[src/verilog/ubdfc_defines.vh]
// Purpose: Constants for the baud divisor and automatic flow control block.
// Assumes: Register port with an 8-bit data path and a 4-bit word address.
// Notes: Every offset, one-bit field position and software register reset value of the block lives here.
//
// Functional notes
// - Divisor is low plus 256 times high; baud is clock over 16 times divisor.
// - Scratch byte stores anything, affects nothing, and doubles as index offset.
// - Writing 0xBF to line format sets bit 7 only and opens enhanced access.
// - In-band flow control both ways is off during 9-bit framing, except the resume sent if the remote was already paused.
// - Receive field: 00 off, 01 pair two, 10 pair one, 11 either pair while transmit field is 01 or 10.
// - Transmit field: 00 off, 01 pair two, 10 pair one, 11 reserved.
// - Enhanced bit clear masks enhanced enables and ignores other feature bits.
// - Special detect of pause two stores it, sets status bit 4, level-5 interrupt.
// - Match characters are accepted regardless of parity or framing errors.
// - Valid pause stops transmit after current character, sets pause flags, interrupt.
// - While paused, a resume match restarts transmit and clears pause flags.
// - Resume and pause characters are not stored, except special pause two.
// - Resume-on-any: any character but a pause match resumes transmit; all but flow matches are still stored.
// - Transmitter idle: send pause above upper, resume below lower threshold.
// - Turning transmit in-band off while remote paused sends a resume.
// - Non-enhanced modem bit 5 enables both; enhanced uses feature bits 6, 7.
// - Automatic CTS holds new transmission while CTS# is high.
// - Automatic RTS deasserts at upper threshold, reasserts below lower, ANDed.
// - DTR/DSR handshake mirrors RTS/CTS, enabled by extra control bits 3:2.
// - Level-5 code is 010000, cleared by a source read while reported.
// - Software RTS bit 0 forces RTS# high; 1 drives it low.
`ifndef UBDFC_DEFINES_VH
`define UBDFC_DEFINES_VH

// Register word addresses.
`define UBDFC_ADDR_DIV_LO 4'h0
`define UBDFC_ADDR_DIV_HI 4'h1
`define UBDFC_ADDR_LINE_FMT 4'h2
`define UBDFC_ADDR_MODEM_CTL 4'h3
`define UBDFC_ADDR_SCRATCH 4'h4
`define UBDFC_ADDR_FEATURE 4'h5
`define UBDFC_ADDR_RESUME1 4'h6
`define UBDFC_ADDR_RESUME2 4'h7
`define UBDFC_ADDR_PAUSE1 4'h8
`define UBDFC_ADDR_PAUSE2 4'h9
`define UBDFC_ADDR_EXTRA_CTL 4'hA
`define UBDFC_ADDR_IRQ_EN 4'hB
`define UBDFC_ADDR_IRQ_SRC 4'hC
`define UBDFC_ADDR_EXTRA_STAT 4'hD

// Values and reset values.
`define UBDFC_ENH_KEY 8'hBF
`define UBDFC_DIV_LO_RST 8'h01
`define UBDFC_ZERO8 8'h00
`define UBDFC_SRC_LEVEL5 6'h10
`define UBDFC_SRC_NONE 6'h01
`define UBDFC_OVERSAMPLE 5'h10

// Field positions.
`define UBDFC_FEAT_ENH 4
`define UBDFC_FEAT_SPECIAL 5
`define UBDFC_FEAT_AUTO_RTS 6
`define UBDFC_FEAT_AUTO_CTS 7
`define UBDFC_MCR_DTR 0
`define UBDFC_MCR_RTS 1
`define UBDFC_MCR_ANY 5
`define UBDFC_ACR_AUTO_DSR 2
`define UBDFC_ACR_AUTO_DTR 3
`define UBDFC_IER_LEVEL5 5
`define UBDFC_ASR_PAUSED 0
`define UBDFC_ASR_REMOTE 1
`define UBDFC_ASR_SPECIAL 4
`define UBDFC_LCR_ACCESS 7

`endif

[src/verilog/ubdfc_top.v]
// Purpose: Baud divisor, scratch byte, enhanced access and automatic flow control.
// Assumes: Single 100 MHz clock; all inputs synchronous; synchronous active-low reset.
// Notes: The transmitter finishes any character in progress itself when txHold rises.
//
// Our own choices: the address-and-strobe port and the register addresses.
`timescale 1ns/10ps
`default_nettype none
`include "ubdfc_defines.vh"

module ubdfc_top
(
  input wire clock,
  input wire reset_n,
  input wire [3:0] regAddr,
  input wire [7:0] regWrData,
  input wire regWrite,
  input wire regRead,
  output reg [7:0] regRdData_r,
  input wire rxCharValid,
  input wire [7:0] rxChar,
  input wire nineBitMode,
  input wire [7:0] rxFillLevel,
  input wire [7:0] upperThresh,
  input wire [7:0] lowerThresh,
  input wire txIdle,
  input wire ctsN,
  input wire dsrN,
  output reg rxStore_r,
  output reg [7:0] rxStoreData_r,
  output reg insertValid_r,
  output reg [7:0] insertChar_r,
  output reg txHold_r,
  output reg rtsN_r,
  output reg dtrN_r,
  output reg level5Irq_r,
  output reg enhancedMode_r,
  output reg sampleTick_r,
  output reg baudTick_r,
  output reg [7:0] indexOffset_r
);

  // Software-visible registers.
  reg [7:0] divLo_r;
  reg [7:0] divHi_r;
  reg [7:0] lineFmt_r;
  reg [7:0] modemCtl_r;
  reg [7:0] scratch_r;
  reg [7:0] feature_r;
  reg [7:0] resume1_r;
  reg [7:0] resume2_r;
  reg [7:0] pause1_r;
  reg [7:0] pause2_r;
  reg [7:0] extraCtl_r;
  reg [7:0] irqEn_r;
  reg accessOpen_r;

  // Flow-control state and baud divider counters.
  reg paused_r;
  reg remotePaused_r;
  reg special_r;
  reg level5Pend_r;
  reg rtsHold_r;
  reg sentPairOne_r;
  reg [15:0] divCnt_r;
  reg [3:0] sampleCnt_r;

  wire wrEn;
  wire enh;
  wire inbandOk;
  wire [1:0] rxMode;
  wire [1:0] txMode;
  wire rxOn;
  wire txOn;
  wire [15:0] divisor;
  wire srcRead;
  wire statRead;

  assign enh = feature_r[`UBDFC_FEAT_ENH];
  assign inbandOk = enh & ~nineBitMode;
  assign rxMode = enh ? feature_r[1:0] : 2'b00;
  assign txMode = enh ? feature_r[3:2] : 2'b00;
  assign rxOn = inbandOk & (rxMode != 2'b00);
  assign txOn = inbandOk & (txMode == 2'b01 || txMode == 2'b10);
  assign divisor = {divHi_r, divLo_r};
  assign wrEn = regWrite;
  assign srcRead = regRead & (regAddr == `UBDFC_ADDR_IRQ_SRC);
  assign statRead = regRead & (regAddr == `UBDFC_ADDR_EXTRA_STAT);

  // Receive character matching; only the data byte is compared, never its error status.
  reg matchPause;
  reg matchResume;
  reg matchSpecial;
  always @*
  begin
    matchPause = 1'b0;
    matchResume = 1'b0;
    case (rxMode)
      2'b01:
      begin
        matchPause = (rxChar == pause2_r);
        matchResume = (rxChar == resume2_r);
      end
      2'b10:
      begin
        matchPause = (rxChar == pause1_r);
        matchResume = (rxChar == resume1_r);
      end
      2'b11:
      begin
        if (txMode == 2'b01 || txMode == 2'b10)
        begin
          matchPause = (rxChar == pause1_r) || (rxChar == pause2_r);
          matchResume = (rxChar == resume1_r) || (rxChar == resume2_r);
        end
      end
      default:
      begin
        matchPause = 1'b0;
        matchResume = 1'b0;
      end
    endcase
    matchPause = matchPause & rxOn;
    matchResume = matchResume & rxOn;
    matchSpecial = enh & feature_r[`UBDFC_FEAT_SPECIAL] & (rxChar == pause2_r);
  end

  wire gotPause;
  wire gotResume;
  wire anyResume;
  wire gotSpecial;
  assign gotPause = rxCharValid & matchPause;
  assign gotResume = rxCharValid & paused_r & matchResume;
  assign anyResume = rxCharValid & paused_r & rxOn & enh & modemCtl_r[`UBDFC_MCR_ANY];
  assign gotSpecial = rxCharValid & matchSpecial;

  // Register writes. The feature register is only reachable while the key is in line format.
  always @(posedge clock)
  begin
    if (!reset_n)
    begin
      divLo_r <= `UBDFC_DIV_LO_RST;
      divHi_r <= `UBDFC_ZERO8;
      lineFmt_r <= `UBDFC_ZERO8;
      modemCtl_r <= `UBDFC_ZERO8;
      scratch_r <= `UBDFC_ZERO8;
      feature_r <= `UBDFC_ZERO8;
      resume1_r <= `UBDFC_ZERO8;
      resume2_r <= `UBDFC_ZERO8;
      pause1_r <= `UBDFC_ZERO8;
      pause2_r <= `UBDFC_ZERO8;
      extraCtl_r <= `UBDFC_ZERO8;
      irqEn_r <= `UBDFC_ZERO8;
      accessOpen_r <= 1'b0;
    end
    else if (wrEn)
    begin
      case (regAddr)
        `UBDFC_ADDR_DIV_LO: divLo_r <= regWrData;
        `UBDFC_ADDR_DIV_HI: divHi_r <= regWrData;
        `UBDFC_ADDR_LINE_FMT:
        begin
          if (regWrData == `UBDFC_ENH_KEY)
          begin
            lineFmt_r[`UBDFC_LCR_ACCESS] <= 1'b1;
            accessOpen_r <= 1'b1;
          end
          else
          begin
            lineFmt_r <= regWrData;
            accessOpen_r <= 1'b0;
          end
        end
        `UBDFC_ADDR_MODEM_CTL:
        begin
          // bits 6-7 held outside enhanced mode
          modemCtl_r[5:0] <= regWrData[5:0];
          if (enh)
          begin
            modemCtl_r[7:6] <= regWrData[7:6];
          end
        end
        `UBDFC_ADDR_SCRATCH: scratch_r <= regWrData;
        `UBDFC_ADDR_FEATURE:
        begin
          if (accessOpen_r)
          begin
            feature_r <= regWrData;
          end
        end
        `UBDFC_ADDR_RESUME1: resume1_r <= regWrData;
        `UBDFC_ADDR_RESUME2: resume2_r <= regWrData;
        `UBDFC_ADDR_PAUSE1: pause1_r <= regWrData;
        `UBDFC_ADDR_PAUSE2: pause2_r <= regWrData;
        `UBDFC_ADDR_EXTRA_CTL: extraCtl_r <= regWrData;
        `UBDFC_ADDR_IRQ_EN:
        begin
          irqEn_r[3:0] <= regWrData[3:0];
          irqEn_r[7:4] <= enh ? regWrData[7:4] : 4'h0;
        end
        default: divLo_r <= divLo_r;
      endcase
    end
  end

  // Receive-side pause state, special flag and the level-5 pending bit; sets beat clears.
  always @(posedge clock)
  begin
    if (!reset_n)
    begin
      paused_r <= 1'b0;
      special_r <= 1'b0;
      level5Pend_r <= 1'b0;
    end
    else
    begin
      if (gotPause)
      begin
        paused_r <= 1'b1;
      end
      else if (gotResume || anyResume || !rxOn)
      begin
        paused_r <= 1'b0;
      end
      if (gotSpecial)
      begin
        special_r <= 1'b1;
      end
      else if (statRead)
      begin
        special_r <= 1'b0;
      end
      if (gotPause || gotSpecial)
      begin
        level5Pend_r <= 1'b1;
      end
      else if (srcRead && level5Pend_r)
      begin
        level5Pend_r <= 1'b0;
      end
    end
  end

  // Receive holding path: matched flow characters are swallowed, except a special pause two.
  always @(posedge clock)
  begin
    if (!reset_n)
    begin
      rxStore_r <= 1'b0;
      rxStoreData_r <= `UBDFC_ZERO8;
    end
    else
    begin
      rxStore_r <= rxCharValid & (~(matchPause | matchResume) | gotSpecial);
      if (rxCharValid)
      begin
        rxStoreData_r <= rxChar;
      end
    end
  end

  // In-band transmit: insert pause or resume only while the transmitter is idle.
  // Skipping the cycle after an insert gives the transmitter time to drop txIdle.
  always @(posedge clock)
  begin
    if (!reset_n)
    begin
      remotePaused_r <= 1'b0;
      sentPairOne_r <= 1'b0;
      insertValid_r <= 1'b0;
      insertChar_r <= `UBDFC_ZERO8;
    end
    else
    begin
      insertValid_r <= 1'b0;
      if (txIdle && !insertValid_r)
      begin
        if (txOn && !remotePaused_r && rxFillLevel > upperThresh)
        begin
          insertValid_r <= 1'b1;
          insertChar_r <= (txMode == 2'b10) ? pause1_r : pause2_r;
          sentPairOne_r <= (txMode == 2'b10);
          remotePaused_r <= 1'b1;
        end
        else if (txOn && remotePaused_r && rxFillLevel < lowerThresh)
        begin
          insertValid_r <= 1'b1;
          insertChar_r <= sentPairOne_r ? resume1_r : resume2_r;
          remotePaused_r <= 1'b0;
        end
        else if (!txOn && remotePaused_r)
        begin
          insertValid_r <= 1'b1;
          insertChar_r <= sentPairOne_r ? resume1_r : resume2_r;
          remotePaused_r <= 1'b0;
        end
      end
    end
  end

  // Out-of-band handshake enables; RTS and CTS selected by mode, DTR and DSR by extra control.
  wire autoRts;
  wire autoCts;
  wire autoDtr;
  wire autoDsr;
  assign autoRts = enh ? feature_r[`UBDFC_FEAT_AUTO_RTS] : modemCtl_r[`UBDFC_MCR_ANY];
  assign autoCts = enh ? feature_r[`UBDFC_FEAT_AUTO_CTS] : modemCtl_r[`UBDFC_MCR_ANY];
  assign autoDtr = extraCtl_r[`UBDFC_ACR_AUTO_DTR];
  assign autoDsr = extraCtl_r[`UBDFC_ACR_AUTO_DSR];

  // Receive-level hysteresis shared by RTS# and DTR#, and the modem outputs.
  always @(posedge clock)
  begin
    if (!reset_n)
    begin
      rtsHold_r <= 1'b0;
      rtsN_r <= 1'b1;
      dtrN_r <= 1'b1;
      txHold_r <= 1'b0;
    end
    else
    begin
      if (rxFillLevel >= upperThresh)
      begin
        rtsHold_r <= 1'b1;
      end
      else if (rxFillLevel < lowerThresh)
      begin
        rtsHold_r <= 1'b0;
      end
      rtsN_r <= ~(modemCtl_r[`UBDFC_MCR_RTS] & ~(autoRts & rtsHold_r));
      dtrN_r <= ~(modemCtl_r[`UBDFC_MCR_DTR] & ~(autoDtr & rtsHold_r));
      txHold_r <= paused_r | (autoCts & ctsN) | (autoDsr & dsrN);
    end
  end

  // Baud divider: a tick every divisor cycles, and a baud tick every 16 of those.
  // A zero divisor stops both ticks rather than dividing by 65536.
  always @(posedge clock)
  begin
    if (!reset_n)
    begin
      divCnt_r <= 16'h0000;
      sampleCnt_r <= 4'h0;
      sampleTick_r <= 1'b0;
      baudTick_r <= 1'b0;
    end
    else
    begin
      sampleTick_r <= 1'b0;
      baudTick_r <= 1'b0;
      if (divisor == 16'h0000)
      begin
        divCnt_r <= 16'h0000;
        sampleCnt_r <= 4'h0;
      end
      else if (divCnt_r >= divisor - 16'h0001)
      begin
        divCnt_r <= 16'h0000;
        sampleTick_r <= 1'b1;
        sampleCnt_r <= sampleCnt_r + 4'h1;
        if (sampleCnt_r == 4'hF)
        begin
          baudTick_r <= 1'b1;
        end
      end
      else
      begin
        divCnt_r <= divCnt_r + 16'h0001;
      end
    end
  end

  // Read port and remaining status outputs.
  always @(posedge clock)
  begin
    if (!reset_n)
    begin
      regRdData_r <= `UBDFC_ZERO8;
      level5Irq_r <= 1'b0;
      enhancedMode_r <= 1'b0;
      indexOffset_r <= `UBDFC_ZERO8;
    end
    else
    begin
      level5Irq_r <= level5Pend_r & irqEn_r[`UBDFC_IER_LEVEL5] & enh;
      enhancedMode_r <= enh;
      indexOffset_r <= scratch_r;
      if (regRead)
      begin
        case (regAddr)
          `UBDFC_ADDR_DIV_LO: regRdData_r <= divLo_r;
          `UBDFC_ADDR_DIV_HI: regRdData_r <= divHi_r;
          `UBDFC_ADDR_LINE_FMT: regRdData_r <= lineFmt_r;
          `UBDFC_ADDR_MODEM_CTL: regRdData_r <= modemCtl_r;
          `UBDFC_ADDR_SCRATCH: regRdData_r <= scratch_r;
          `UBDFC_ADDR_FEATURE: regRdData_r <= accessOpen_r ? feature_r : `UBDFC_ZERO8;
          `UBDFC_ADDR_RESUME1: regRdData_r <= resume1_r;
          `UBDFC_ADDR_RESUME2: regRdData_r <= resume2_r;
          `UBDFC_ADDR_PAUSE1: regRdData_r <= pause1_r;
          `UBDFC_ADDR_PAUSE2: regRdData_r <= pause2_r;
          `UBDFC_ADDR_EXTRA_CTL: regRdData_r <= extraCtl_r;
          `UBDFC_ADDR_IRQ_EN: regRdData_r <= irqEn_r;
          `UBDFC_ADDR_IRQ_SRC:
            regRdData_r <= {2'b00, level5Pend_r ? `UBDFC_SRC_LEVEL5 : `UBDFC_SRC_NONE};
          `UBDFC_ADDR_EXTRA_STAT:
            regRdData_r <= {3'b000, special_r, 2'b00, remotePaused_r, paused_r};
          default: regRdData_r <= `UBDFC_ZERO8;
        endcase
      end
      else
      begin
        regRdData_r <= `UBDFC_ZERO8;
      end
    end
  end

endmodule

`default_nettype wire
[config.mk]
export PLATFORM = sky130hd
export DESIGN_NAME = ubdfc_top
export DESIGN_NICKNAME = d
export VERILOG_FILES = /design/src/verilog/ubdfc_top.v
export VERILOG_INCLUDE_DIRS = /design/src /design/src/verilog
export SDC_FILE = /design/constraint.sdc
export NUM_CORES = 1
export LEC_CHECK = 0
export BUFFER_PORTS_ARGS = -buffer_cell sky130_fd_sc_hd__buf_2
export CAP_MARGIN = 10
export CORE_ASPECT_RATIO = 0.8
export CORE_UTILIZATION = 40
export CTS_BUF_LIST = sky130_fd_sc_hd__clkbuf_16
export DETAILED_ROUTE_END_ITERATION = 8
export PLACE_DENSITY = 0.66
export SKIP_LAST_GASP = 1
export SYNTH_ARGS = -nofsm -noshare
export SYNTH_HDL_FRONTEND = slang
export SYNTH_SLANG_ARGS = --single-unit
[constraint.sdc]
create_clock -name clock -period 3.4 [get_ports clock]
set_input_delay 0 -clock clock [delete_from_list [all_inputs] [get_ports clock]]
set_output_delay 0 -clock clock [all_outputs]
set_load 0.02 [all_outputs]
==> flow_summary.toml <==
[route]
wl_met3_um = 3090
post_drt_wl_per_cell_um = 20.0
drt_pre_antenna_iters = 6
wirelength_um = 26900
routed.top_layer = "met5"
routed-via-count = 7715
ant_nets = 0
dr.first_iter.drc_count = 858
wl_met2_um = 11000
via_per_inst = 5.73
wl_met1_um = 12200
drc_errors = 0

[power_and_ir_drop]
seq_power_share_pct = 46.2
p_sw_mw = 1.13
p_total_mw = 4.32
ir_drop_mv = 0.255
switching_share_pct = 26.1
internal_power_mw = 3.19
power_leakage_nw = 4.10
p_clk_share_pct = 43.6
cellPowerDensity_nw_per_um2 = 436
combPwrFrac_pct = 10.2

[synthesis]
synth.net_count = 1073
synthArstFlopShare_pct = 0
avgSynthCellArea_um2 = 8.62
netlist_instances = 985
netlist_area_um2 = 8490
yosys_warnings = 0
synth_ff_type = "dfxtp_1"
ys_seq_area_share_pct = 38.7
synth-seq-cells = 164
ys_types = 64
synth-edff-count = 0

[floorplan]
start_util_pct = 40.9
row_count = 47
ioPinCount = 94
die_w_um = 165
fp.dieH_um = 132
die-area_um2 = 21800
fp.coreArea_um2 = 20800

[setup_path]
endpoint_kind = "register"
cp_slowest_stage_delay_ns = 0.55
path_cells = "or4_1, or2_4, nor3_2, xnor2_1, ha_1, nand4_1, nor3_1, a2111o_1, a41oi_2, buf_6, nor2_1, and4_1"
worstPathArrival_ns = 3.54
ff2ff_path_depth = 12
reg2reg_to = "baudTick_r"
cp-startpoint = "divHi_r[2]"
start_kind = "register"
reg2reg_from = "divHi_r[2]"
slowest_stage = "or4_1"
required_ns = 3.72
ff2ff_setup_slack_ns = 0.18
path_class = "reg2reg"
path_max_fanout = 7

[global_routing]
grt-ovfl-total = 0
grt_start_max_net_pins = 64
grtUsageTotal_pct = 24.8
grt_pass1_wl_um = 40700
grt_antenna_before_repair = 0
grt_pass1_vias = 6998

[clock_tree]
cts_buffer_depth = 2
cts_root_buf = "clkbuf_16"
cts_tree = "yes"
htree_num_levels = 4
cts_sinks = 164
path_clk_slew_ns = 0.06
post_cts_buffers = 0
clk_latency_ns = 0.43
cts_buffers = 17

[timing]
slew_violations = 0
fin_crit_ns = 3.22
setup_viol = 0
hold_viol_final = 0
tightestPinTransition_ns = 0.936
fmax_mhz = 311
finalCritPeriodShare_pct = 94.7
slew_headroom_pct = 37.4
skew_ns = 0.0103
fin_hold_ws_ns = 0.0188

[placement]
dpl_cell_area_um2 = 9160
io_buffers = 93
gp_congestion = 0.962
dpl.hpwl_um = 19100
placed_cells = 1300

[layout]
final_area_um2 = 9910
fin_nets = 1153
seq_area_um2 = 3280
largest_reg_flops = 16
drive_gt1_share_pct = 16.0
n_fill_cell = 1995
antennaDiodeCount = 0
instances_no_fill = 1346
regMostFlops = "divCnt_r"
area_growth_pct = 16.7
final_util_pct = 47.7
multi_input_area_um2 = 4870

[min_path]
min_to = "dtrN_r"
hold_class = "in2reg"
hold_depth = 2
min_from = "reset_n"

[flow_run]
maxCapViolations = 0

[run_status]
status = "finished clean"
stage by stage:
stage | setup TNS (ns) | worst slack, ns
finish | 0 | 0.180
global route | -0.0269 | -0.0252
CTS | 0 | 0.00426
detailed placement | 0 | 0.0274
global placement | 0 | 0.141
floorplan | 0 | 0.190
layer usage:
metal	vias to the layer above	track usage (%)
met2	391	32.7
li1	3613	-
met3	43	6.98
met4	2	8.15
met5	-	2.27
met1	3666	37.7
layout by cell type, fill, tap and decap left out, types with 10 or more instances in the layout:
cell and n:
mux2i_1 88, a22o_1 12, clkbuf_16 17, and3_1 10
inv_1 24, mux2_2 15, dfxtp_1 164, xnor2_1 43
dlygate4sd3_1 15, buf_2 93, ha_1 35, nand3_1 37
o21ai_0 51, buf_4 17, nor2b_1 10, nand4_1 19
nand2_1 85, and2_1 15, a21oi_1 62, xor2_1 18
nor2_1 118, a31oi_1 10
worst max-delay path by stage:
stage,cells after the start,end,slack (ns)
2_1_floorplan,14,divCnt_r[10],0.19
3_3_place_gp,13,baudTick_r,0.14
3_5_place_dp,13,baudTick_r,0.03
4_1_cts,13,baudTick_r,0.004
5_1_grt,15,baudTick_r,-0.03
6_report,12,baudTick_r,0.18
logic make-up after synthesis:
| logic type | Yosys count | synth area share, % |
|---|---|---|
| flip-flops | 164 | 38.7 |
| AO/OA/AOI/OAI | 195 | 14.7 |
| AND/OR/NAND/NOR | 336 | 18.5 |
| multiplexers | 103 | 12.4 |
| XOR/XNOR | 61 | 6.29 |
| adder cells (fa/ha/maj) | 35 | 5.16 |
| buffers and inverters | 91 | 4.30 |
power groups by stage:
stage / clock network [mW] / registers [mW] / logic (mW)
2_1_floorplan: 0 / 2.04 / 0.270
3_3_place_gp: 0 / 2.03 / 0.410
3_5_place_dp: 0 / 2.03 / 0.415
4_1_cts: 1.90 / 1.99 / 0.429
5_1_grt: 2.00 / 2.00 / 0.475
6_report: 1.88 / 1.99 / 0.440
worst max-delay path: cells and delay by family (launching register included):
family                     cells  cell delay, ns
AOI/OAI and AO/OA              2            0.65
xor gates and xnor gates       1            0.15
adders and majority gates      1            0.27
buffers and inverters          1            0.16
DFF                            1            0.38
and+or+nand+nor                7            1.50
final cells by class:
| cell class | count | share of cell area, % |
|---|---|---|
| multi-input combinational | 730 | 49.2 |
| clock inverter | 14 | 1.38 |
| clock buffer | 17 | 4.29 |
| tap | 269 | 3.40 |
| timing repair buffer | 126 | 7.62 |
| sequential | 164 | 33.1 |
| inverter | 26 | 0.985 |
synthesized netlist by cell type, types with 2 or more instances:
cell type	instances	area, um2
nor2_1	118	443
and3_1	10	62.6
nor2b_1	10	62.6
a31oi_1	10	62.6
a22o_1	12	105
o21a_1	6	45.0
and2_1	15	93.8
xnor2_1	43	377
dfxtp_1	164	3280
a222oi_1	2	20.0
buf_2	4	20.0
a32oi_1	5	43.8
a21o_1	5	37.5
a22oi_1	7	52.6
buf_6	2	22.5
inv_1	24	90.1
nor3b_1	5	37.5
or2_2	2	12.5
buf_1	10	37.5
ha_1	35	438
a211oi_1	4	30.0
nor3_1	11	55.1
xor2_1	18	158
o21ai_0	51	255
mux2i_1	88	881
a221oi_1	7	61.3
o31ai_1	2	15.0
a41oi_1	2	17.5
nand2b_1	7	43.8
nand4_1	19	119
or3_1	2	12.5
a21oi_1	62	310
clkbuf_1	48	180
mux2_2	15	169
o211ai_1	9	67.6
nor4_1	3	18.8
nand2_1	85	319
nand3_1	37	185
what timing repair did:
| item | 4_1_cts | 5_1_grt |
|---|---|---|
| endpoints found under the hold margin | 22 | 0 |
| resized for setup | 0 | 9 |
| setup endpoints to repair | 0 | 22 |
| hold buffers | 15 | 0 |
Power figures use the tool's default switching activity.
